===== src/fspc_pkg.sv =====
package fspc_pkg;

  // ----------------------------------------------------------------
  // timing
  // ----------------------------------------------------------------
  localparam int unsigned CLK_MHZ      = 200;
  localparam int unsigned PULSE_NS     = 250;
  // typical width, rounded up to whole cycles
  localparam int unsigned PULSE_CYCLES = (PULSE_NS * CLK_MHZ + 999) / 1000;

  // ----------------------------------------------------------------
  // register map (byte addresses)
  // ----------------------------------------------------------------
  localparam int unsigned ADDR_W      = 8;
  localparam logic [7:0]  OFF_CFG     = 8'h00;
  localparam logic [7:0]  OFF_STATUS  = 8'h04;
  localparam logic [7:0]  OFF_IRQ_STS = 8'h08;
  localparam logic [7:0]  OFF_IRQ_MSK = 8'h0C;

  // ----------------------------------------------------------------
  // command data layout
  // ----------------------------------------------------------------
  localparam int unsigned CMD_W    = 8;
  localparam int unsigned CODE_W   = 2;
  localparam int unsigned RSVD_LSB = 2;
  localparam int unsigned RSVD_W   = 6;

  // ----------------------------------------------------------------
  // status and interrupt bits
  // ----------------------------------------------------------------
  localparam int unsigned ST_SEQ    = 8;
  localparam int unsigned ST_RDY    = 7;
  localparam int unsigned ST_EE     = 5;
  localparam int unsigned ST_PE     = 4;
  localparam int unsigned IRQ_ERASE = 0;
  localparam int unsigned IRQ_PROG  = 1;
  localparam int unsigned IRQ_CFG   = 2;
  localparam int unsigned IRQ_W     = 3;

  localparam logic [1:0] RESP_OKAY   = 2'h0;
  localparam logic [1:0] RESP_SLVERR = 2'h2;

  typedef enum logic [1:0] {
    MODE_LEVEL       = 2'b00,
    MODE_PULSE_ERASE = 2'b01,
    MODE_PULSE_PROG  = 2'b10,
    MODE_PULSE_ANY   = 2'b11
  } fspc_mode_t;

  typedef enum logic [2:0] {
    SEL_NONE    = 3'b000,
    SEL_CFG     = 3'b001,
    SEL_STATUS  = 3'b010,
    SEL_IRQ_STS = 3'b011,
    SEL_IRQ_MSK = 3'b100
  } fspc_sel_t;

endpackage : fspc_pkg


===== src/fspc_pulse_gen.sv =====
module fspc_pulse_gen #(
  parameter int unsigned CYCLES = fspc_pkg::PULSE_CYCLES
) (
  input  wire logic i_sys_clk,
  input  wire logic i_rst_n,
  input  wire logic i_trigger,
  output logic      o_active
);

  localparam int unsigned CNT_W = $clog2(CYCLES + 1);

  logic [CNT_W-1:0] cnt_q;
  logic             active_q;

  // one-shot; a trigger during a pulse merges into it
  always_ff @(posedge i_sys_clk) begin
    if (!i_rst_n) begin
      active_q <= 1'b0;
      cnt_q    <= '0;
    end else if (!active_q) begin
      if (i_trigger) begin
        active_q <= 1'b1;
        cnt_q    <= CNT_W'(CYCLES - 1);
      end
    end else if (cnt_q == '0) begin
      active_q <= 1'b0;
    end else begin
      cnt_q <= cnt_q - CNT_W'(1);
    end
  end

  assign o_active = active_q;

endmodule : fspc_pulse_gen


===== src/fspc_axil_slave.sv =====
module fspc_axil_slave #(
  parameter int unsigned ADDR_W = fspc_pkg::ADDR_W
) (
  input  wire logic              i_sys_clk,
  input  wire logic              i_rst_n,
  input  wire logic [ADDR_W-1:0] i_awaddr,
  input  wire logic              i_awvalid,
  output logic                   o_awready,
  input  wire logic [31:0]       i_wdata,
  input  wire logic [3:0]        i_wstrb,
  input  wire logic              i_wvalid,
  output logic                   o_wready,
  output logic [1:0]             o_bresp,
  output logic                   o_bvalid,
  input  wire logic              i_bready,
  input  wire logic [ADDR_W-1:0] i_araddr,
  input  wire logic              i_arvalid,
  output logic                   o_arready,
  output logic [31:0]            o_rdata,
  output logic [1:0]             o_rresp,
  output logic                   o_rvalid,
  input  wire logic              i_rready,
  output logic                   o_wr_en,
  output logic [ADDR_W-1:0]      o_wr_addr,
  output logic [31:0]            o_wr_data,
  output logic [3:0]             o_wr_strb,
  input  wire logic              i_wr_err,
  output logic                   o_rd_en,
  output logic [ADDR_W-1:0]      o_rd_addr,
  input  wire logic [31:0]       i_rd_data,
  input  wire logic              i_rd_err
);

  logic              awready_q, wready_q, bvalid_q, arready_q, rvalid_q;
  logic [ADDR_W-1:0] awaddr_q;
  logic [31:0]       wdata_q, rdata_q;
  logic [3:0]        wstrb_q;
  logic [1:0]        bresp_q, rresp_q;

  // address and data are captured in either order
  assign o_wr_en   = !awready_q && !wready_q && !bvalid_q;
  assign o_wr_addr = awaddr_q;
  assign o_wr_data = wdata_q;
  assign o_wr_strb = wstrb_q;
  assign o_rd_en   = i_arvalid && arready_q;
  assign o_rd_addr = i_araddr;

  // write channels
  always_ff @(posedge i_sys_clk) begin
    if (!i_rst_n) begin
      awready_q <= 1'b1;
      wready_q  <= 1'b1;
      bvalid_q  <= 1'b0;
      bresp_q   <= fspc_pkg::RESP_OKAY;
      awaddr_q  <= '0;
      wdata_q   <= '0;
      wstrb_q   <= '0;
    end else begin
      if (i_awvalid && awready_q) begin
        awready_q <= 1'b0;
        awaddr_q  <= i_awaddr;
      end
      if (i_wvalid && wready_q) begin
        wready_q <= 1'b0;
        wdata_q  <= i_wdata;
        wstrb_q  <= i_wstrb;
      end
      if (o_wr_en) begin
        bvalid_q <= 1'b1;
        bresp_q  <= i_wr_err ? fspc_pkg::RESP_SLVERR : fspc_pkg::RESP_OKAY;
      end else if (bvalid_q && i_bready) begin
        bvalid_q  <= 1'b0;
        awready_q <= 1'b1;
        wready_q  <= 1'b1;
      end
    end
  end

  // read channels, answer one cycle after the address
  always_ff @(posedge i_sys_clk) begin
    if (!i_rst_n) begin
      arready_q <= 1'b1;
      rvalid_q  <= 1'b0;
      rdata_q   <= '0;
      rresp_q   <= fspc_pkg::RESP_OKAY;
    end else if (o_rd_en) begin
      arready_q <= 1'b0;
      rvalid_q  <= 1'b1;
      rdata_q   <= i_rd_data;
      rresp_q   <= i_rd_err ? fspc_pkg::RESP_SLVERR : fspc_pkg::RESP_OKAY;
    end else if (rvalid_q && i_rready) begin
      rvalid_q  <= 1'b0;
      arready_q <= 1'b1;
    end
  end

  assign o_awready = awready_q;
  assign o_wready  = wready_q;
  assign o_bvalid  = bvalid_q;
  assign o_bresp   = bresp_q;
  assign o_arready = arready_q;
  assign o_rvalid  = rvalid_q;
  assign o_rdata   = rdata_q;
  assign o_rresp   = rresp_q;

endmodule : fspc_axil_slave


===== src/fspc_top.sv =====
// Contract
// RULE_01 - status pin runs in level or pulse mode, chosen by config command
// RULE_02 - selected mode holds until reset or another config command
// RULE_03 - reset puts the pin into level mode, code 00
// RULE_04 - level mode shows write state machine busy, like ready/busy
// RULE_05 - host issues config only when not busy and not suspended
// RULE_06 - code sits in the two low data bits; upper six reserved
// RULE_07 - code 01 pulses the pin on every block erase completion
// RULE_08 - code 10 pulses the pin on every program completion
// RULE_09 - code 11 pulses the pin on erase or program completion
// RULE_10 - each pulse drives the pin low for 250 ns, then high
// RULE_11 - invalid code sets both program and erase error bits
// RULE_12 - both error bits set read as a command sequence error; the code shows it only while not busy
// RULE_13 - reset clears the status register including error bits
// RULE_14 - level mode: pin low while busy, high once ready
module fspc_top #(
  parameter int unsigned ADDR_W       = fspc_pkg::ADDR_W,
  parameter int unsigned PULSE_CYCLES = fspc_pkg::PULSE_CYCLES
) (
  input  wire logic              i_sys_clk,
  input  wire logic              i_rst_n,
  input  wire logic              i_wsm_busy,
  input  wire logic              i_erase_done,
  input  wire logic              i_program_done,
  input  wire logic              i_erase_fail,
  input  wire logic              i_program_fail,
  input  wire logic [ADDR_W-1:0] i_awaddr,
  input  wire logic              i_awvalid,
  output logic                   o_awready,
  input  wire logic [31:0]       i_wdata,
  input  wire logic [3:0]        i_wstrb,
  input  wire logic              i_wvalid,
  output logic                   o_wready,
  output logic [1:0]             o_bresp,
  output logic                   o_bvalid,
  input  wire logic              i_bready,
  input  wire logic [ADDR_W-1:0] i_araddr,
  input  wire logic              i_arvalid,
  output logic                   o_arready,
  output logic [31:0]            o_rdata,
  output logic [1:0]             o_rresp,
  output logic                   o_rvalid,
  input  wire logic              i_rready,
  output logic                   o_status_pin,
  output logic                   o_irq
);

  // ----------------------------------------------------------------
  // declarations
  // ----------------------------------------------------------------
  localparam int PW_I = PULSE_CYCLES;

  fspc_pkg::fspc_mode_t          mode_q;
  logic                          pin_q;
  logic                          irq_q;
  logic                          erase_err_q;
  logic                          prog_err_q;
  logic [fspc_pkg::IRQ_W-1:0]    irq_sts_q;
  logic [fspc_pkg::IRQ_W-1:0]    irq_msk_q;
  logic [fspc_pkg::IRQ_W-1:0]    irq_evt;
  logic [fspc_pkg::IRQ_W-1:0]    irq_clr;
  logic                          wr_en;
  logic [ADDR_W-1:0]             wr_addr;
  logic [31:0]                   wr_data;
  logic [3:0]                    wr_strb;
  logic                          wr_err;
  logic                          rd_en;
  logic [ADDR_W-1:0]             rd_addr;
  logic [31:0]                   rd_data;
  logic                          rd_err;
  logic [31:0]                   status_word;
  logic [fspc_pkg::CMD_W-1:0]    cmd;
  logic                          cfg_cmd;
  logic                          cfg_invalid;
  logic                          cfg_valid;
  logic                          st_clr_wr;
  logic                          pulse_trig;
  logic                          pulse_active;

  // ----------------------------------------------------------------
  // address decode
  // ----------------------------------------------------------------
  // low two address bits are ignored: every register is one word
  function automatic fspc_pkg::fspc_sel_t reg_sel(
    input logic [ADDR_W-1:0] addr
  );
    logic [ADDR_W-1:0] a;
    a = {addr[ADDR_W-1:2], 2'h0};
    if (a == ADDR_W'(fspc_pkg::OFF_CFG)) begin
      return fspc_pkg::SEL_CFG;
    end else if (a == ADDR_W'(fspc_pkg::OFF_STATUS)) begin
      return fspc_pkg::SEL_STATUS;
    end else if (a == ADDR_W'(fspc_pkg::OFF_IRQ_STS)) begin
      return fspc_pkg::SEL_IRQ_STS;
    end else if (a == ADDR_W'(fspc_pkg::OFF_IRQ_MSK)) begin
      return fspc_pkg::SEL_IRQ_MSK;
    end else begin
      return fspc_pkg::SEL_NONE;
    end
  endfunction : reg_sel

  // pulse source for each mode
  function automatic logic mode_trigger(
    input fspc_pkg::fspc_mode_t m,
    input logic                 erase_done,
    input logic                 prog_done
  );
    logic t;
    t = 1'b0;
    case (m)
      fspc_pkg::MODE_PULSE_ERASE: t = erase_done;
      fspc_pkg::MODE_PULSE_PROG:  t = prog_done;
      fspc_pkg::MODE_PULSE_ANY:   t = erase_done || prog_done;
      default:                    t = 1'b0;
    endcase
    return t;
  endfunction : mode_trigger

  // ----------------------------------------------------------------
  // bus slave
  // ----------------------------------------------------------------
  fspc_axil_slave #(
    .ADDR_W (ADDR_W)
  ) u_axil (
    .i_sys_clk (i_sys_clk),
    .i_rst_n   (i_rst_n),
    .i_awaddr  (i_awaddr),
    .i_awvalid (i_awvalid),
    .o_awready (o_awready),
    .i_wdata   (i_wdata),
    .i_wstrb   (i_wstrb),
    .i_wvalid  (i_wvalid),
    .o_wready  (o_wready),
    .o_bresp   (o_bresp),
    .o_bvalid  (o_bvalid),
    .i_bready  (i_bready),
    .i_araddr  (i_araddr),
    .i_arvalid (i_arvalid),
    .o_arready (o_arready),
    .o_rdata   (o_rdata),
    .o_rresp   (o_rresp),
    .o_rvalid  (o_rvalid),
    .i_rready  (i_rready),
    .o_wr_en   (wr_en),
    .o_wr_addr (wr_addr),
    .o_wr_data (wr_data),
    .o_wr_strb (wr_strb),
    .i_wr_err  (wr_err),
    .o_rd_en   (rd_en),
    .o_rd_addr (rd_addr),
    .i_rd_data (rd_data),
    .i_rd_err  (rd_err)
  );

  // ----------------------------------------------------------------
  // configuration command
  // ----------------------------------------------------------------
  // RULE_06 code field
  assign cmd         = wr_data[fspc_pkg::CMD_W-1:0];
  assign cfg_cmd     = wr_en && wr_strb[0] &&
                       (reg_sel(wr_addr) == fspc_pkg::SEL_CFG);
  assign cfg_invalid = cfg_cmd &&
                       (cmd[fspc_pkg::RSVD_LSB +: fspc_pkg::RSVD_W] != '0);
  assign cfg_valid   = cfg_cmd && !cfg_invalid;
  assign wr_err      = (reg_sel(wr_addr) == fspc_pkg::SEL_NONE);
  assign st_clr_wr   = wr_en && wr_strb[0] &&
                       (reg_sel(wr_addr) == fspc_pkg::SEL_STATUS);

  // RULE_01 mode select
  // RULE_02 mode holds
  // RULE_03 reset to level
  // accepted in any state: the host only issues it while idle (RULE_05)
  always_ff @(posedge i_sys_clk) begin
    if (!i_rst_n) begin
      mode_q <= fspc_pkg::MODE_LEVEL;
    end else if (cfg_valid) begin
      mode_q <= fspc_pkg::fspc_mode_t'(cmd[fspc_pkg::CODE_W-1:0]);
    end
  end

  // ----------------------------------------------------------------
  // error bits
  // ----------------------------------------------------------------
  // RULE_11 invalid sets both
  // RULE_13 reset clears
  // a fresh error wins over a clear in the same cycle
  always_ff @(posedge i_sys_clk) begin
    if (!i_rst_n) begin
      erase_err_q <= 1'b0;
      prog_err_q  <= 1'b0;
    end else begin
      if (cfg_invalid || i_erase_fail) begin
        erase_err_q <= 1'b1;
      end else if (st_clr_wr && wr_data[fspc_pkg::ST_EE]) begin
        erase_err_q <= 1'b0;
      end
      if (cfg_invalid || i_program_fail) begin
        prog_err_q <= 1'b1;
      end else if (st_clr_wr && wr_data[fspc_pkg::ST_PE]) begin
        prog_err_q <= 1'b0;
      end
    end
  end

  // ----------------------------------------------------------------
  // completion pulse
  // ----------------------------------------------------------------
  // RULE_07 erase trigger
  // RULE_08 program trigger
  // RULE_09 either trigger
  assign pulse_trig = mode_trigger(mode_q, i_erase_done, i_program_done);

  // RULE_10 pulse width
  fspc_pulse_gen #(
    .CYCLES (PULSE_CYCLES)
  ) u_pulse (
    .i_sys_clk (i_sys_clk),
    .i_rst_n   (i_rst_n),
    .i_trigger (pulse_trig),
    .o_active  (pulse_active)
  );

  // RULE_04 busy indication
  // RULE_14 low while busy
  // pin idles high in pulse modes, so pulses are active low
  always_ff @(posedge i_sys_clk) begin
    if (!i_rst_n) begin
      pin_q <= 1'b1;
    end else if (mode_q == fspc_pkg::MODE_LEVEL) begin
      pin_q <= !i_wsm_busy;
    end else begin
      pin_q <= !pulse_active;
    end
  end

  assign o_status_pin = pin_q;

  // ----------------------------------------------------------------
  // interrupts
  // ----------------------------------------------------------------
  assign irq_evt[fspc_pkg::IRQ_ERASE] = i_erase_done;
  assign irq_evt[fspc_pkg::IRQ_PROG]  = i_program_done;
  assign irq_evt[fspc_pkg::IRQ_CFG]   = cfg_invalid;
  assign irq_clr = (wr_en && wr_strb[0] &&
                    (reg_sel(wr_addr) == fspc_pkg::SEL_IRQ_STS)) ?
                   wr_data[fspc_pkg::IRQ_W-1:0] : '0;

  // sticky status, set beats write-one-to-clear
  always_ff @(posedge i_sys_clk) begin
    if (!i_rst_n) begin
      irq_sts_q <= '0;
    end else begin
      irq_sts_q <= irq_evt | (irq_sts_q & ~irq_clr);
    end
  end

  // mask, all events masked after reset
  always_ff @(posedge i_sys_clk) begin
    if (!i_rst_n) begin
      irq_msk_q <= '0;
    end else if (wr_en && wr_strb[0] &&
                 (reg_sel(wr_addr) == fspc_pkg::SEL_IRQ_MSK)) begin
      irq_msk_q <= wr_data[fspc_pkg::IRQ_W-1:0];
    end
  end

  // registered level, one cycle behind the status bits
  always_ff @(posedge i_sys_clk) begin
    if (!i_rst_n) begin
      irq_q <= 1'b0;
    end else begin
      irq_q <= |(irq_sts_q & irq_msk_q);
    end
  end

  assign o_irq = irq_q;

  // ----------------------------------------------------------------
  // read mux
  // ----------------------------------------------------------------
  // RULE_12 sequence error view
  always_comb begin
    status_word                   = '0;
    status_word[fspc_pkg::ST_RDY] = !i_wsm_busy;
    status_word[fspc_pkg::ST_EE]  = erase_err_q;
    status_word[fspc_pkg::ST_PE]  = prog_err_q;
    status_word[fspc_pkg::ST_SEQ] = !i_wsm_busy && erase_err_q && prog_err_q;
  end

  always_comb begin
    rd_data = '0;
    rd_err  = 1'b0;
    case (reg_sel(rd_addr))
      fspc_pkg::SEL_CFG:     rd_data = 32'(mode_q);
      fspc_pkg::SEL_STATUS:  rd_data = status_word;
      fspc_pkg::SEL_IRQ_STS: rd_data = 32'(irq_sts_q);
      fspc_pkg::SEL_IRQ_MSK: rd_data = 32'(irq_msk_q);
      default:               rd_err  = 1'b1;
    endcase
  end
endmodule : fspc_top


===== config.mk =====
export PLATFORM = sky130hd
export DESIGN_NAME = fspc_top
export DESIGN_NICKNAME = d
export VERILOG_FILES = /design/src/fspc_pkg.sv /design/src/fspc_pulse_gen.sv /design/src/fspc_axil_slave.sv /design/src/fspc_top.sv
export SDC_FILE = /design/constraint.sdc
export NUM_CORES = 1
export LEC_CHECK = 0
export ABC_AREA = 1
export BUFFER_PORTS_ARGS = -buffer_cell sky130_fd_sc_hd__buf_4
export CAP_MARGIN = 10
export CELL_PAD_IN_SITES_DETAIL_PLACEMENT = 1
export CELL_PAD_IN_SITES_GLOBAL_PLACEMENT = 2
export CORE_ASPECT_RATIO = 0.9
export CORE_UTILIZATION = 27
export CTS_CLUSTER_SIZE = 10
export DETAILED_ROUTE_END_ITERATION = 8
export PLACE_DENSITY_LB_ADDON = 0.1
export SKIP_CTS_REPAIR_TIMING = 1
export SLEW_MARGIN = 20
export SYNTH_ARGS = -nofsm -noshare
export SYNTH_HDL_FRONTEND = slang
export SYNTH_HIERARCHICAL = 1
export SYNTH_SLANG_ARGS = --single-unit

===== constraint.sdc =====
create_clock -name i_sys_clk -period 1.4 [get_ports i_sys_clk]
set_clock_uncertainty 0.15 [all_clocks]
set_input_delay 0.14 -clock i_sys_clk [delete_from_list [all_inputs] [get_ports i_sys_clk]]
set_output_delay 0.14 -clock i_sys_clk [all_outputs]
set_load 0.01 [all_outputs]

==> impl_results.html, run 1 <==
<table>
<tr><th>Metric</th><th>Value</th></tr>
<tr><th colspan="2">Status</th></tr>
<tr><td>Violated checks</td><td>setup timing</td></tr>
<tr><td>Run status</td><td>complete, but fails checks</td></tr>
<tr><th colspan="2">Drt</th></tr>
<tr><td>Average detailed-routed wire length per instance</td><td>11.59 um</td></tr>
<tr><td>DRC violation total after the first TritonRoute iteration</td><td>44</td></tr>
<tr><td>Vias per cell</td><td>4.185</td></tr>
<tr><td>Number of DRC violations after detailed routing</td><td>0</td></tr>
<tr><td>Number of optimization iterations in the first detailed-route pass</td><td>4</td></tr>
<tr><td>Total via count after detailed routing</td><td>2980</td></tr>
<tr><td>Antenna-violating nets left</td><td>0</td></tr>
<tr><td>Total wire length after detailed routing</td><td>8.249 mm</td></tr>
<tr><th colspan="2">Floorplanning</th></tr>
<tr><td>Initial cell density of the core</td><td>0.2775</td></tr>
<tr><td>Placeable core region</td><td>11430 um2</td></tr>
<tr><td>Die Y</td><td>104.8 um</td></tr>
<tr><td>Die outline width</td><td>116.3 um</td></tr>
<tr><td>Overall die area</td><td>12190 um2</td></tr>
<tr><td>Boundary pin count</td><td>107</td></tr>
<tr><td>Total number of placement rows</td><td>37</td></tr>
<tr><th colspan="2">Cells and area</th></tr>
<tr><td>End-of-flow core utilization</td><td>0.4049</td></tr>
<tr><td>Ratio of cells with drive above 1 in the final layout</td><td>0.2770</td></tr>
<tr><td>Relative area change from synthesis to final layout</td><td>45.90%</td></tr>
<tr><td>Count of antenna diodes in the layout</td><td>0</td></tr>
<tr><td>Number of nets in the finished design</td><td>618</td></tr>
<tr><td>Layout Cells excl Fill</td><td>712</td></tr>
<tr><td>Final instance area</td><td>4629 um2</td></tr>
<tr><th colspan="2">Pwr</th></tr>
<tr><td>Static leakage power</td><td>2.131 nW</td></tr>
<tr><td>Gate power share</td><td>0.139</td></tr>
<tr><td>Pwr Density</td><td>1187 nW/um2</td></tr>
<tr><td>Internal</td><td>4.184 mW</td></tr>
<tr><td>Net load switching power</td><td>1.313 mW</td></tr>
<tr><td>Switch share</td><td>0.2388</td></tr>
<tr><td>Maximum VDD drop</td><td>0.5754 mV</td></tr>
<tr><td>Clock power share</td><td>0.440</td></tr>
<tr><td>Power share of the sequential group</td><td>0.421</td></tr>
<tr><th colspan="2">STA</th></tr>
<tr><td>Max Freq</td><td>0.6964 GHz</td></tr>
<tr><td>Min Clock Period, post-route</td><td>1.436 ns</td></tr>
<tr><td>Hold violation total from the final report</td><td>0</td></tr>
<tr><td>Post-route worst setup slack</td><td>-0.03599 ns</td></tr>
<tr><td>Period utilization</td><td>1.026</td></tr>
<tr><td>Slew Limit Fails</td><td>0</td></tr>
<tr><td>Setup repair after global routing missed its margin</td><td>yes</td></tr>
<tr><td>Count of final setup violators</td><td>5</td></tr>
<tr><th colspan="2">Worst setup path</th></tr>
<tr><td>Required @ worst endpoint</td><td>1.50 ns</td></tr>
<tr><td>Kind of end point of the critical path</td><td>flip-flop</td></tr>
<tr><td>Critical path arrival</td><td>1.54 ns</td></tr>
<tr><td>Biggest fanout along the worst timing path</td><td>4</td></tr>
<tr><td>Start-to-end type of the worst setup path</td><td>flip-flop to flip-flop</td></tr>
<tr><td>Kind of launch point of the worst setup path</td><td>flip-flop</td></tr>
<tr><th colspan="2">Place</th></tr>
<tr><td>Cell area after placement</td><td>3994 um2</td></tr>
<tr><td>Weighted congestion reported at the end of routability-driven placement</td><td>0.7116</td></tr>
<tr><td># port buffers</td><td>73</td></tr>
<tr><td>HPWL after detailed placement</td><td>5.926 mm</td></tr>
<tr><td>Cell count after placement</td><td>670</td></tr>
<tr><td>Worst setup timing slack at the placement stage</td><td>-0.06925 ns</td></tr>
<tr><th colspan="2">Synth</th></tr>
<tr><td>Mean Syn Cell Area</td><td>7.501 um2</td></tr>
<tr><td>Yosys Warn Count</td><td>6</td></tr>
<tr><td>Post-synthesis cell area</td><td>3173 um2</td></tr>
<tr><td>Cell count after synthesis</td><td>423</td></tr>
<tr><th colspan="2">Clock network</th></tr>
<tr><td>Count of clock tree sinks</td><td>73</td></tr>
<tr><td>Number of levels the H-tree was split into</td><td>3</td></tr>
<tr><td>Number of clock buffers inserted by TritonCTS</td><td>9</td></tr>
<tr><td>Root Driver</td><td>clkbuf_16</td></tr>
<tr><td>Largest buffer count on any clock path</td><td>2</td></tr>
<tr><td>Later-pin clock latency in the skew report</td><td>0.33 ns</td></tr>
<tr><td>TritonCTS clock tree</td><td>yes</td></tr>
<tr><td>Clock slew at the register clock pins of the worst setup and hold paths</td><td>0.05 ns</td></tr>
<tr><th colspan="2">Flow run</th></tr>
<tr><td>Max-Cap Viols</td><td>0</td></tr>
<tr><th colspan="2">Global route</th></tr>
<tr><td>Number of antenna violations at the first check in global routing</td><td>0</td></tr>
<tr><td>Total global routing track utilization</td><td>0.1413</td></tr>
<tr><td>Via count of the first global-routing pass</td><td>2858</td></tr>
<tr><td>Maximum number of pins on one net before global-route repair</td><td>44</td></tr>
<tr><td>Total overflow reported by the global router</td><td>0</td></tr>
<tr><td>Wire length of the first global-routing pass</td><td>13.34 mm</td></tr>
<tr><th colspan="2">Min path</th></tr>
<tr><td>Type of the tightest min-delay check</td><td>primary input to flip-flop</td></tr>
</table>
cell type report:
cell class / instances / area [um2]
clock buffers: 12 / 246.5
multi-input cells: 314 / 1546
fillers: 1415 / 6805
clock inverters: 3 / 65.06
inverters: 36 / 140.1
flip-flops and latches: 73 / 1464
well taps: 156 / 195.2
repair buffers: 118 / 972.2
routing by layer:
layer | global-route usage | up-vias | part of all wire
met2 | 0.2380 | 51 | 0.49
met5 | 0 | - | 0
li1 | - | 1569 | -
met4 | 0.04670 | 0 | 0.012
met3 | 0.04002 | 8 | 0.038
met1 | 0.1703 | 1352 | 0.46
worst max-delay path: stages, from the launching register on:
cell     delay, ns
dfxtp_2       0.33
nor2_4        0.12
nand2_2       0.07
inv_2         0.05
nand2_2       0.06
inv_2         0.08
nand2_4       0.06
nor2_8        0.14
buf_6         0.12
a21oi_1       0.05
a21oi_1       0.12
final timing paths:
kind	from	to	slack [ns]	depth (start not counted)
min reg2reg	u_axil/o_rdata[0]	u_axil/o_rdata[0]	0.33	2
max reg2reg	u_axil/o_wready	prog_err_q	-0.04	10
min	i_rst_n	u_axil/o_awready	0.0003	2
max	u_axil/o_wready	prog_err_q	-0.04	10
metrics by stage:
step	power [mW]	hold slack [ns]	TNS, ns
after floorplan	2.774	0.08763	0
after global placement	3.057	0.2210	-0.05075
after detailed placement	3.074	0.2202	-0.1658
after CTS	5.541	-0.1251	-0.2059
after global routing	5.809	0.01111	-0.9305
final	5.496	0.0003051	-0.1041
power groups by stage:
stage | clock network (mW) | logic, mW | registers, mW
floorplan | 0 | 0.387 | 2.39
global placement | 0 | 0.701 | 2.36
detailed placement | 0 | 0.712 | 2.36
CTS | 2.51 | 0.714 | 2.32
global route | 2.61 | 0.865 | 2.33
finish | 2.42 | 0.764 | 2.32
state kept, by name, summed over array words and instances (netlist names):
name,cells
u_axil/o_wr_strb,1
o_irq,1
erase_err_q,1
u_axil/o_arready,1
u_axil/o_wready,1
u_axil/o_wr_addr,6
u_axil/o_rresp,1
u_axil/o_awready,1
irq_sts_q,3
mode_q,2
o_status_pin,1
u_axil/o_wr_data,8
irq_msk_q,3
u_pulse/cnt_q,6
u_axil/o_rvalid,1
u_axil/o_bvalid,1
prog_err_q,1
u_axil/o_rdata,32
u_pulse/o_active,1
u_axil/o_bresp,1
cell usage in the layout, fill, tap and decap left out, types with 2 or more instances in the layout:
| master | count |
|---|---|
| a21oi_1 | 18 |
| buf_12 | 2 |
| buf_4 | 92 |
| bufinv_16 | 2 |
| clkbuf_1 | 2 |
| clkbuf_16 | 9 |
| conb_1 | 27 |
| dfxtp_1 | 71 |
| dfxtp_2 | 2 |
| dlygate4sd3_1 | 23 |
| inv_1 | 28 |
| inv_2 | 6 |
| nand2_1 | 37 |
| nand2_2 | 4 |
| nand2_4 | 7 |
| nand3_1 | 20 |
| nand3_2 | 2 |
| nor2_1 | 109 |
| nor2_2 | 11 |
| nor2_4 | 4 |
| nor3_1 | 7 |
| nor3_2 | 3 |
| o211ai_1 | 2 |
| o21ai_0 | 36 |
| o21ai_1 | 16 |
No activity file was read; power rests on OpenSTA's default activity.
==> inputs of run 2 (changes only) <==
- ABC_AREA: 1 -> 0
- CORE_UTILIZATION: 27 -> 31
==> run 2 against run 1 <==
  * The run ends with hold timing, setup timing left
  * Global-route usage is 1.5 points higher
  * Total power is 8.5% lower
  * Highest routed layer unchanged
  * Worst setup slack worse by 0.31 ns
  * Fmax is 18% lower
  * Critical endpoint is now irq_msk_q[0]
  * Sequential power is 3% lower
  * Flip-flop and latch count stayed put
  * Die area is 2.0% lower
  * Synthesized area is 12% higher
  * Combinational power is 2% higher
==> impl_results.html, run 2 <==
<table>
<tr><th>Metric</th><th>Value</th></tr>
<tr><th colspan="2">Status</th></tr>
<tr><td>Run status</td><td>complete, but fails checks</td></tr>
<tr><td>Violated checks</td><td>hold timing, setup timing</td></tr>
<tr><th colspan="2">Min path</th></tr>
<tr><td>Worst hold path depth</td><td>3</td></tr>
<tr><td>HP Start</td><td>i_wsm_busy</td></tr>
<tr><td>Type of the tightest min-delay check</td><td>primary input to flip-flop</td></tr>
<tr><td>Hold-critical path endpoint</td><td>o_status_pin</td></tr>
<tr><th colspan="2">Global route</th></tr>
<tr><td>Wire length of the first global-routing pass</td><td>14.73 mm</td></tr>
<tr><td>Via count of the first global-routing pass</td><td>3033</td></tr>
<tr><td>Total global routing track utilization</td><td>0.1565</td></tr>
<tr><td>Total overflow reported by the global router</td><td>0</td></tr>
<tr><td>Number of antenna violations at the first check in global routing</td><td>0</td></tr>
<tr><td>Maximum number of pins on one net before global-route repair</td><td>55</td></tr>
<tr><th colspan="2">Cells and area</th></tr>
<tr><td>Number of nets in the finished design</td><td>565</td></tr>
<tr><td>Flip-flop count of the largest register, all copies and words added</td><td>32</td></tr>
<tr><td>Layout Cells excl Fill</td><td>656</td></tr>
<tr><td>Ratio of cells with drive above 1 in the final layout</td><td>0.4266</td></tr>
<tr><td>Most used cells in the layout excluding fill and tap cells</td><td>104 x buf_4, 66 x dfxtp_1, 51 x nand3_1</td></tr>
<tr><td>Most common cell after layout, fill and taps aside</td><td>buf_4</td></tr>
<tr><td>Relative area change from synthesis to final layout</td><td>40.90%</td></tr>
<tr><td>Count of antenna diodes in the layout</td><td>0</td></tr>
<tr><th colspan="2">Worst setup path</th></tr>
<tr><td>Worst reg2reg startpoint</td><td>u_axil/o_wr_addr[7]</td></tr>
<tr><td>Start-to-end type of the worst setup path</td><td>flip-flop to flip-flop</td></tr>
<tr><td>Biggest fanout along the worst timing path</td><td>4</td></tr>
<tr><td>Kind of end point of the critical path</td><td>flip-flop</td></tr>
<tr><td>FF-to-FF End</td><td>irq_msk_q[0]</td></tr>
<tr><td>Required @ worst endpoint</td><td>1.47 ns</td></tr>
<tr><td>Kind of launch point of the worst setup path</td><td>flip-flop</td></tr>
<tr><td>Cells on worst reg2reg path</td><td>5</td></tr>
<tr><td>Slack of the worst reg-to-reg path</td><td>-0.34 ns</td></tr>
<tr><td>Critical path arrival</td><td>1.81 ns</td></tr>
<tr><th colspan="2">Clock network</th></tr>
<tr><td>Number of levels the H-tree was split into</td><td>3</td></tr>
<tr><td>Later-pin clock latency in the skew report</td><td>0.33 ns</td></tr>
<tr><td>Largest buffer count on any clock path</td><td>2</td></tr>
<tr><td>Count of clock tree sinks</td><td>73</td></tr>
<tr><td>TritonCTS clock tree</td><td>yes</td></tr>
<tr><td>Number of clock buffers inserted by TritonCTS</td><td>9</td></tr>
<tr><td>Clock slew at the register clock pins of the worst setup and hold paths</td><td>0.06 ns</td></tr>
<tr><td>Root Driver</td><td>clkbuf_16</td></tr>
<tr><th colspan="2">STA</th></tr>
<tr><td>Post-route worst hold slack</td><td>-0.02100 ns</td></tr>
<tr><td>Hold violation total from the final report</td><td>1</td></tr>
<tr><td>Setup repair after global routing missed its margin</td><td>yes</td></tr>
<tr><td>Count of final setup violators</td><td>15</td></tr>
<tr><td>Period utilization</td><td>1.245</td></tr>
<tr><td>Setup TNS</td><td>-3.254 ns</td></tr>
<tr><td>Min Clock Period, post-route</td><td>1.744 ns</td></tr>
<tr><td>Post-route worst setup slack</td><td>-0.3437 ns</td></tr>
<tr><td>Slew Limit Fails</td><td>0</td></tr>
<tr><td>Max Freq</td><td>0.5735 GHz</td></tr>
<tr><th colspan="2">Pwr</th></tr>
<tr><td>Power share of the sequential group</td><td>0.445</td></tr>
<tr><td>Net load switching power</td><td>1.253 mW</td></tr>
<tr><td>Internal</td><td>3.774 mW</td></tr>
<tr><td>Maximum VDD drop</td><td>0.5185 mV</td></tr>
<tr><td>Pwr Density</td><td>1000 nW/um2</td></tr>
<tr><td>Switch share</td><td>0.2493</td></tr>
<tr><td>Gate power share</td><td>0.154</td></tr>
<tr><td>Static leakage power</td><td>2.090 nW</td></tr>
<tr><td>Clock power share</td><td>0.401</td></tr>
<tr><th colspan="2">Floorplanning</th></tr>
<tr><td>Overall die area</td><td>11940 um2</td></tr>
<tr><td>Total number of placement rows</td><td>36</td></tr>
<tr><td>Die outline width</td><td>115.1 um</td></tr>
<tr><td>Initial cell density of the core</td><td>0.3246</td></tr>
<tr><td>Placeable core region</td><td>10990 um2</td></tr>
<tr><td>Die Y</td><td>103.8 um</td></tr>
<tr><td>Boundary pin count</td><td>107</td></tr>
<tr><th colspan="2">Place</th></tr>
<tr><td>Worst setup timing slack at the placement stage</td><td>-0.4285 ns</td></tr>
<tr><td>HPWL after detailed placement</td><td>5.988 mm</td></tr>
<tr><td>Weighted congestion reported at the end of routability-driven placement</td><td>0.8156</td></tr>
<tr><td># port buffers</td><td>73</td></tr>
<tr><td>Cell count after placement</td><td>612</td></tr>
<tr><th colspan="2">Synth</th></tr>
<tr><td>Yosys Warn Count</td><td>6</td></tr>
<tr><td>Cell count after synthesis</td><td>378</td></tr>
<tr><td>Post-synthesis cell area</td><td>3567 um2</td></tr>
<tr><td>Mean Syn Cell Area</td><td>9.437 um2</td></tr>
<tr><th colspan="2">Drt</th></tr>
<tr><td>DRC violation total after the first TritonRoute iteration</td><td>98</td></tr>
<tr><td>Met2 routed WL</td><td>4.481 mm</td></tr>
<tr><td>Routed length on met3</td><td>319 um</td></tr>
<tr><td>Total via count after detailed routing</td><td>3062</td></tr>
<tr><td>Number of DRC violations after detailed routing</td><td>0</td></tr>
<tr><td>Top metal layer carrying routed signals</td><td>met4</td></tr>
<tr><td>Total wire length after detailed routing</td><td>9.238 mm</td></tr>
<tr><td>Vias per cell</td><td>4.668</td></tr>
<tr><td>Number of optimization iterations in the first detailed-route pass</td><td>4</td></tr>
<tr><td>Routed length on met1</td><td>4.310 mm</td></tr>
<tr><td>Average detailed-routed wire length per instance</td><td>14.08 um</td></tr>
<tr><td>Antenna-violating nets left</td><td>0</td></tr>
<tr><th colspan="2">Flow run</th></tr>
<tr><td>Max-Cap Viols</td><td>0</td></tr>
</table>
-- run 2: cell type report --
class                   instances  area (um2)
multi-input cells             269        1941
inverters                      14       52.55
flip-flops and latches         73        1470
well taps                     152       190.2
repair buffers                132        1116
clock buffers                  12       236.5
clock inverters                 4       20.02
fillers                      1281        5964
-- run 2: worst max path at each step --
stage | start | endpoint | slack, ns | depth (start not counted)
after global routing | u_axil/o_wr_addr[7] | irq_msk_q[1] | -0.46 | 5
final | u_axil/o_wr_addr[7] | irq_msk_q[0] | -0.34 | 5
after floorplan | u_axil/o_awready | irq_msk_q[0] | -0.32 | 7
after detailed placement | u_axil/o_wr_addr[7] | irq_msk_q[0] | -0.43 | 5
after CTS | u_axil/o_wr_addr[7] | irq_msk_q[0] | -0.44 | 5
after global placement | u_axil/o_wr_addr[7] | irq_msk_q[2] | -0.35 | 5
-- run 2: power groups by stage --
| stage | registers, mW | clock network [mW] | logic, mW |
|---|---|---|---|
| 6_report | 2.24 | 2.01 | 0.776 |
| 2_1_floorplan | 2.29 | 0 | 0.434 |
| 4_1_cts | 2.23 | 2.11 | 0.680 |
| 3_5_place_dp | 2.28 | 0 | 0.678 |
| 5_1_grt | 2.25 | 2.19 | 0.855 |
| 3_3_place_gp | 2.27 | 0 | 0.670 |
-- run 2: critical path: stages, from the launching register on --
cell and delay, ns:
dfxtp_2 0.33, nor4_4 0.30, inv_2 0.09, or4_4 0.53, mux2i_1 0.18, nor2b_1 0.06
-- run 2: metal layers --
metal | global-route usage | vias up
met2 | 0.2526 | 52
met1 | 0.2007 | 1451
li1 | - | 1548
met5 | 0 | -
met4 | 0.05566 | 0
met3 | 0.03862 | 11
-- run 2: per-stage QoR --
stage | power (mW) | utilization | instance area, um2
after floorplan | 2.726 | - | 3716
after global placement | 2.943 | 0.3995 | 4390
after detailed placement | 2.955 | 0.3995 | 4390
after CTS | 5.023 | 0.4228 | 4647
after global routing | 5.291 | 0.4573 | 5026
final | 5.027 | 0.4573 | 5026
==> inputs of run 3 (changes only) <==
- RECOVER_POWER: unset -> 100
==> run 3 against run 2 <==
  * Largest cell class unchanged
  * The flow still finishes with violations (hold timing, setup timing)
  * Utilization decreased by 1.4 points
  * Combinational power decreased by 5.8%
  * Highest routed layer unchanged
  * First-iteration DRC count increased by 11%
  * Non-clock buffer count unchanged
  * Hold slack about the same
==> impl_results.html, run 3 (synthesis results as in run 2) <==
<table>
<tr><th>Metric</th><th>Value</th></tr>
<tr><th colspan="2">Floorplanning</th></tr>
<tr><td>Placeable core region</td><td>10990 um2</td></tr>
<tr><td>Total number of placement rows</td><td>36</td></tr>
<tr><td>Initial cell density of the core</td><td>0.3246</td></tr>
<tr><td>Boundary pin count</td><td>107</td></tr>
<tr><td>Die Y</td><td>103.8 um</td></tr>
<tr><td>Overall die area</td><td>11940 um2</td></tr>
<tr><td>Die outline width</td><td>115.1 um</td></tr>
<tr><th colspan="2">Drt</th></tr>
<tr><td>Vias per cell</td><td>4.660</td></tr>
<tr><td>Average detailed-routed wire length per instance</td><td>14.12 um</td></tr>
<tr><td>Antenna-violating nets left</td><td>0</td></tr>
<tr><td>Total via count after detailed routing</td><td>3057</td></tr>
<tr><td>DRC violation total after the first TritonRoute iteration</td><td>109</td></tr>
<tr><td>Number of DRC violations after detailed routing</td><td>0</td></tr>
<tr><td>Number of optimization iterations in the first detailed-route pass</td><td>4</td></tr>
<tr><td>Total wire length after detailed routing</td><td>9.261 mm</td></tr>
<tr><th colspan="2">Pwr</th></tr>
<tr><td>Switch share</td><td>0.2520</td></tr>
<tr><td>Power share of the sequential group</td><td>0.449</td></tr>
<tr><td>Internal</td><td>3.727 mW</td></tr>
<tr><td>Pwr Density</td><td>1023 nW/um2</td></tr>
<tr><td>Gate power share</td><td>0.147</td></tr>
<tr><td>Net load switching power</td><td>1.256 mW</td></tr>
<tr><td>Maximum VDD drop</td><td>0.5155 mV</td></tr>
<tr><td>Clock power share</td><td>0.405</td></tr>
<tr><td>Static leakage power</td><td>1.930 nW</td></tr>
<tr><th colspan="2">STA</th></tr>
<tr><td>Post-route worst setup slack</td><td>-0.3430 ns</td></tr>
<tr><td>Setup repair after global routing missed its margin</td><td>yes</td></tr>
<tr><td>Post-route worst hold slack</td><td>-0.02114 ns</td></tr>
<tr><td>Period utilization</td><td>1.245</td></tr>
<tr><td>Count of final setup violators</td><td>15</td></tr>
<tr><td>Min Clock Period, post-route</td><td>1.743 ns</td></tr>
<tr><td>Slew Limit Fails</td><td>0</td></tr>
<tr><td>Max Freq</td><td>0.5737 GHz</td></tr>
<tr><td>Hold violation total from the final report</td><td>1</td></tr>
<tr><th colspan="2">Global route</th></tr>
<tr><td>Number of antenna violations at the first check in global routing</td><td>0</td></tr>
<tr><td>Total overflow reported by the global router</td><td>0</td></tr>
<tr><td>Via count of the first global-routing pass</td><td>3033</td></tr>
<tr><td>Maximum number of pins on one net before global-route repair</td><td>55</td></tr>
<tr><td>Wire length of the first global-routing pass</td><td>14.73 mm</td></tr>
<tr><td>Total global routing track utilization</td><td>0.1565</td></tr>
<tr><th colspan="2">Place</th></tr>
<tr><td>HPWL after detailed placement</td><td>5.988 mm</td></tr>
<tr><td>Weighted congestion reported at the end of routability-driven placement</td><td>0.8156</td></tr>
<tr><td># port buffers</td><td>73</td></tr>
<tr><td>Cell count after placement</td><td>612</td></tr>
<tr><th colspan="2">Cells and area</th></tr>
<tr><td>Layout Cells excl Fill</td><td>656</td></tr>
<tr><td>End-of-flow core utilization</td><td>0.4431</td></tr>
<tr><td>Ratio of cells with drive above 1 in the final layout</td><td>0.3472</td></tr>
<tr><td>Most common cell after layout, fill and taps aside</td><td>dfxtp_1</td></tr>
<tr><td>Number of nets in the finished design</td><td>565</td></tr>
<tr><td>Flip-flop count of the largest register, all copies and words added</td><td>32</td></tr>
<tr><td>Number of fill cells in the layout</td><td>1316</td></tr>
<tr><td>Most used cells in the layout excluding fill and tap cells</td><td>68 x dfxtp_1, 63 x buf_4, 51 x nand3_1</td></tr>
<tr><td>Count of antenna diodes in the layout</td><td>0</td></tr>
<tr><td>Relative area change from synthesis to final layout</td><td>36.51%</td></tr>
<tr><th colspan="2">Clock network</th></tr>
<tr><td>Clock slew at the register clock pins of the worst setup and hold paths</td><td>0.06 ns</td></tr>
<tr><td>Number of levels the H-tree was split into</td><td>3</td></tr>
<tr><td>Count of clock tree sinks</td><td>73</td></tr>
<tr><td>Largest buffer count on any clock path</td><td>2</td></tr>
<tr><td>TritonCTS clock tree</td><td>yes</td></tr>
<tr><td>Number of clock buffers inserted by TritonCTS</td><td>9</td></tr>
<tr><td>Later-pin clock latency in the skew report</td><td>0.33 ns</td></tr>
<tr><td>Root Driver</td><td>clkbuf_16</td></tr>
<tr><th colspan="2">Flow run</th></tr>
<tr><td>Max-Cap Viols</td><td>0</td></tr>
<tr><th colspan="2">Min path</th></tr>
<tr><td>Type of the tightest min-delay check</td><td>primary input to flip-flop</td></tr>
<tr><td>HP Start</td><td>i_wsm_busy</td></tr>
<tr><th colspan="2">Worst setup path</th></tr>
<tr><td>Kind of launch point of the worst setup path</td><td>flip-flop</td></tr>
<tr><td>Start-to-end type of the worst setup path</td><td>flip-flop to flip-flop</td></tr>
<tr><td>Critical path arrival</td><td>1.81 ns</td></tr>
<tr><td>Worst reg2reg startpoint</td><td>u_axil/o_wr_addr[7]</td></tr>
<tr><td>Required @ worst endpoint</td><td>1.47 ns</td></tr>
<tr><td>Kind of end point of the critical path</td><td>flip-flop</td></tr>
<tr><td>Slack of the worst reg-to-reg path</td><td>-0.34 ns</td></tr>
<tr><td>Biggest fanout along the worst timing path</td><td>4</td></tr>
<tr><td>Start point of the critical path</td><td>u_axil/o_wr_addr[7]</td></tr>
<tr><th colspan="2">Status</th></tr>
<tr><td>Run status</td><td>complete, but fails checks</td></tr>
<tr><td>Violated checks</td><td>hold timing, setup timing</td></tr>
</table>
==> run 3: cell count changes in the layout (fill, tap and decap cells not counted), sizes merged <==
cell	change
buf	-41
clkbuf	+41
==> run 3: through the flow <==
stage	TNS (ns)	cell area, um2	hold WS (ns)	worst slack (ns)	power [mW]
after global placement	-3.334	4390	0.2229	-0.3506	2.943
final	-3.235	4870	-0.02114	-0.3430	4.983
after CTS	-3.839	4647	-0.1240	-0.4351	5.023
after global routing	-6.921	4870	0.003672	-0.4572	5.242
after detailed placement	-3.912	4390	0.2267	-0.4285	2.955
after floorplan	-2.644	3716	0.06623	-0.3245	2.726
==> run 3: power by group through the flow <==
stage	Combinational (mW)	Sequential, mW	Clock (mW)
2_1_floorplan	0.434	2.29	0
3_3_place_gp	0.670	2.27	0
3_5_place_dp	0.678	2.28	0
4_1_cts	0.680	2.23	2.11
5_1_grt	0.807	2.25	2.19
6_report	0.731	2.24	2.02
==> run 3: worst max-delay path, cell delays in order (launching register included) <==
cell,delay [ns]
dfxtp_2,0.33
nor4_4,0.30
inv_2,0.09
or4_4,0.53
mux2i_1,0.18
nor2b_1,0.06
==> run 3: per-layer routing <==
metal | wire [um] | track usage | share of wire | up-vias
li1 | - | - | - | 1550
met1 | 4361 | 0.2007 | 0.47 | 1446
met2 | 4452 | 0.2526 | 0.48 | 50
met3 | 321 | 0.03862 | 0.035 | 11
met4 | 126 | 0.05566 | 0.014 | 0
met5 | 0 | 0 | 0 | -
==> run 3: layout make-up <==
| class | count | area (um2) | area share |
|---|---|---|---|
| flip-flops and latches | 73 | 1468 | 0.3014 |
| repair buffers | 132 | 962.2 | 0.1976 |
| clock inverters | 4 | 20.02 | 0.004111 |
| well taps | 152 | 190.2 | 0.03905 |
| multi-input cells | 269 | 1941 | 0.3985 |
| clock buffers | 12 | 236.5 | 0.04856 |
| inverters | 14 | 52.55 | 0.01079 |
==> run 3: path summary, 6_finish.rpt <==
| check | cells after the start | endpoint |
|---|---|---|
| setup / recovery | 5 | irq_msk_q[0] |
| hold / removal | 3 | o_status_pin |
| setup reg to reg | 5 | irq_msk_q[0] |
| hold reg to reg | 2 | u_axil/o_bresp[1] |
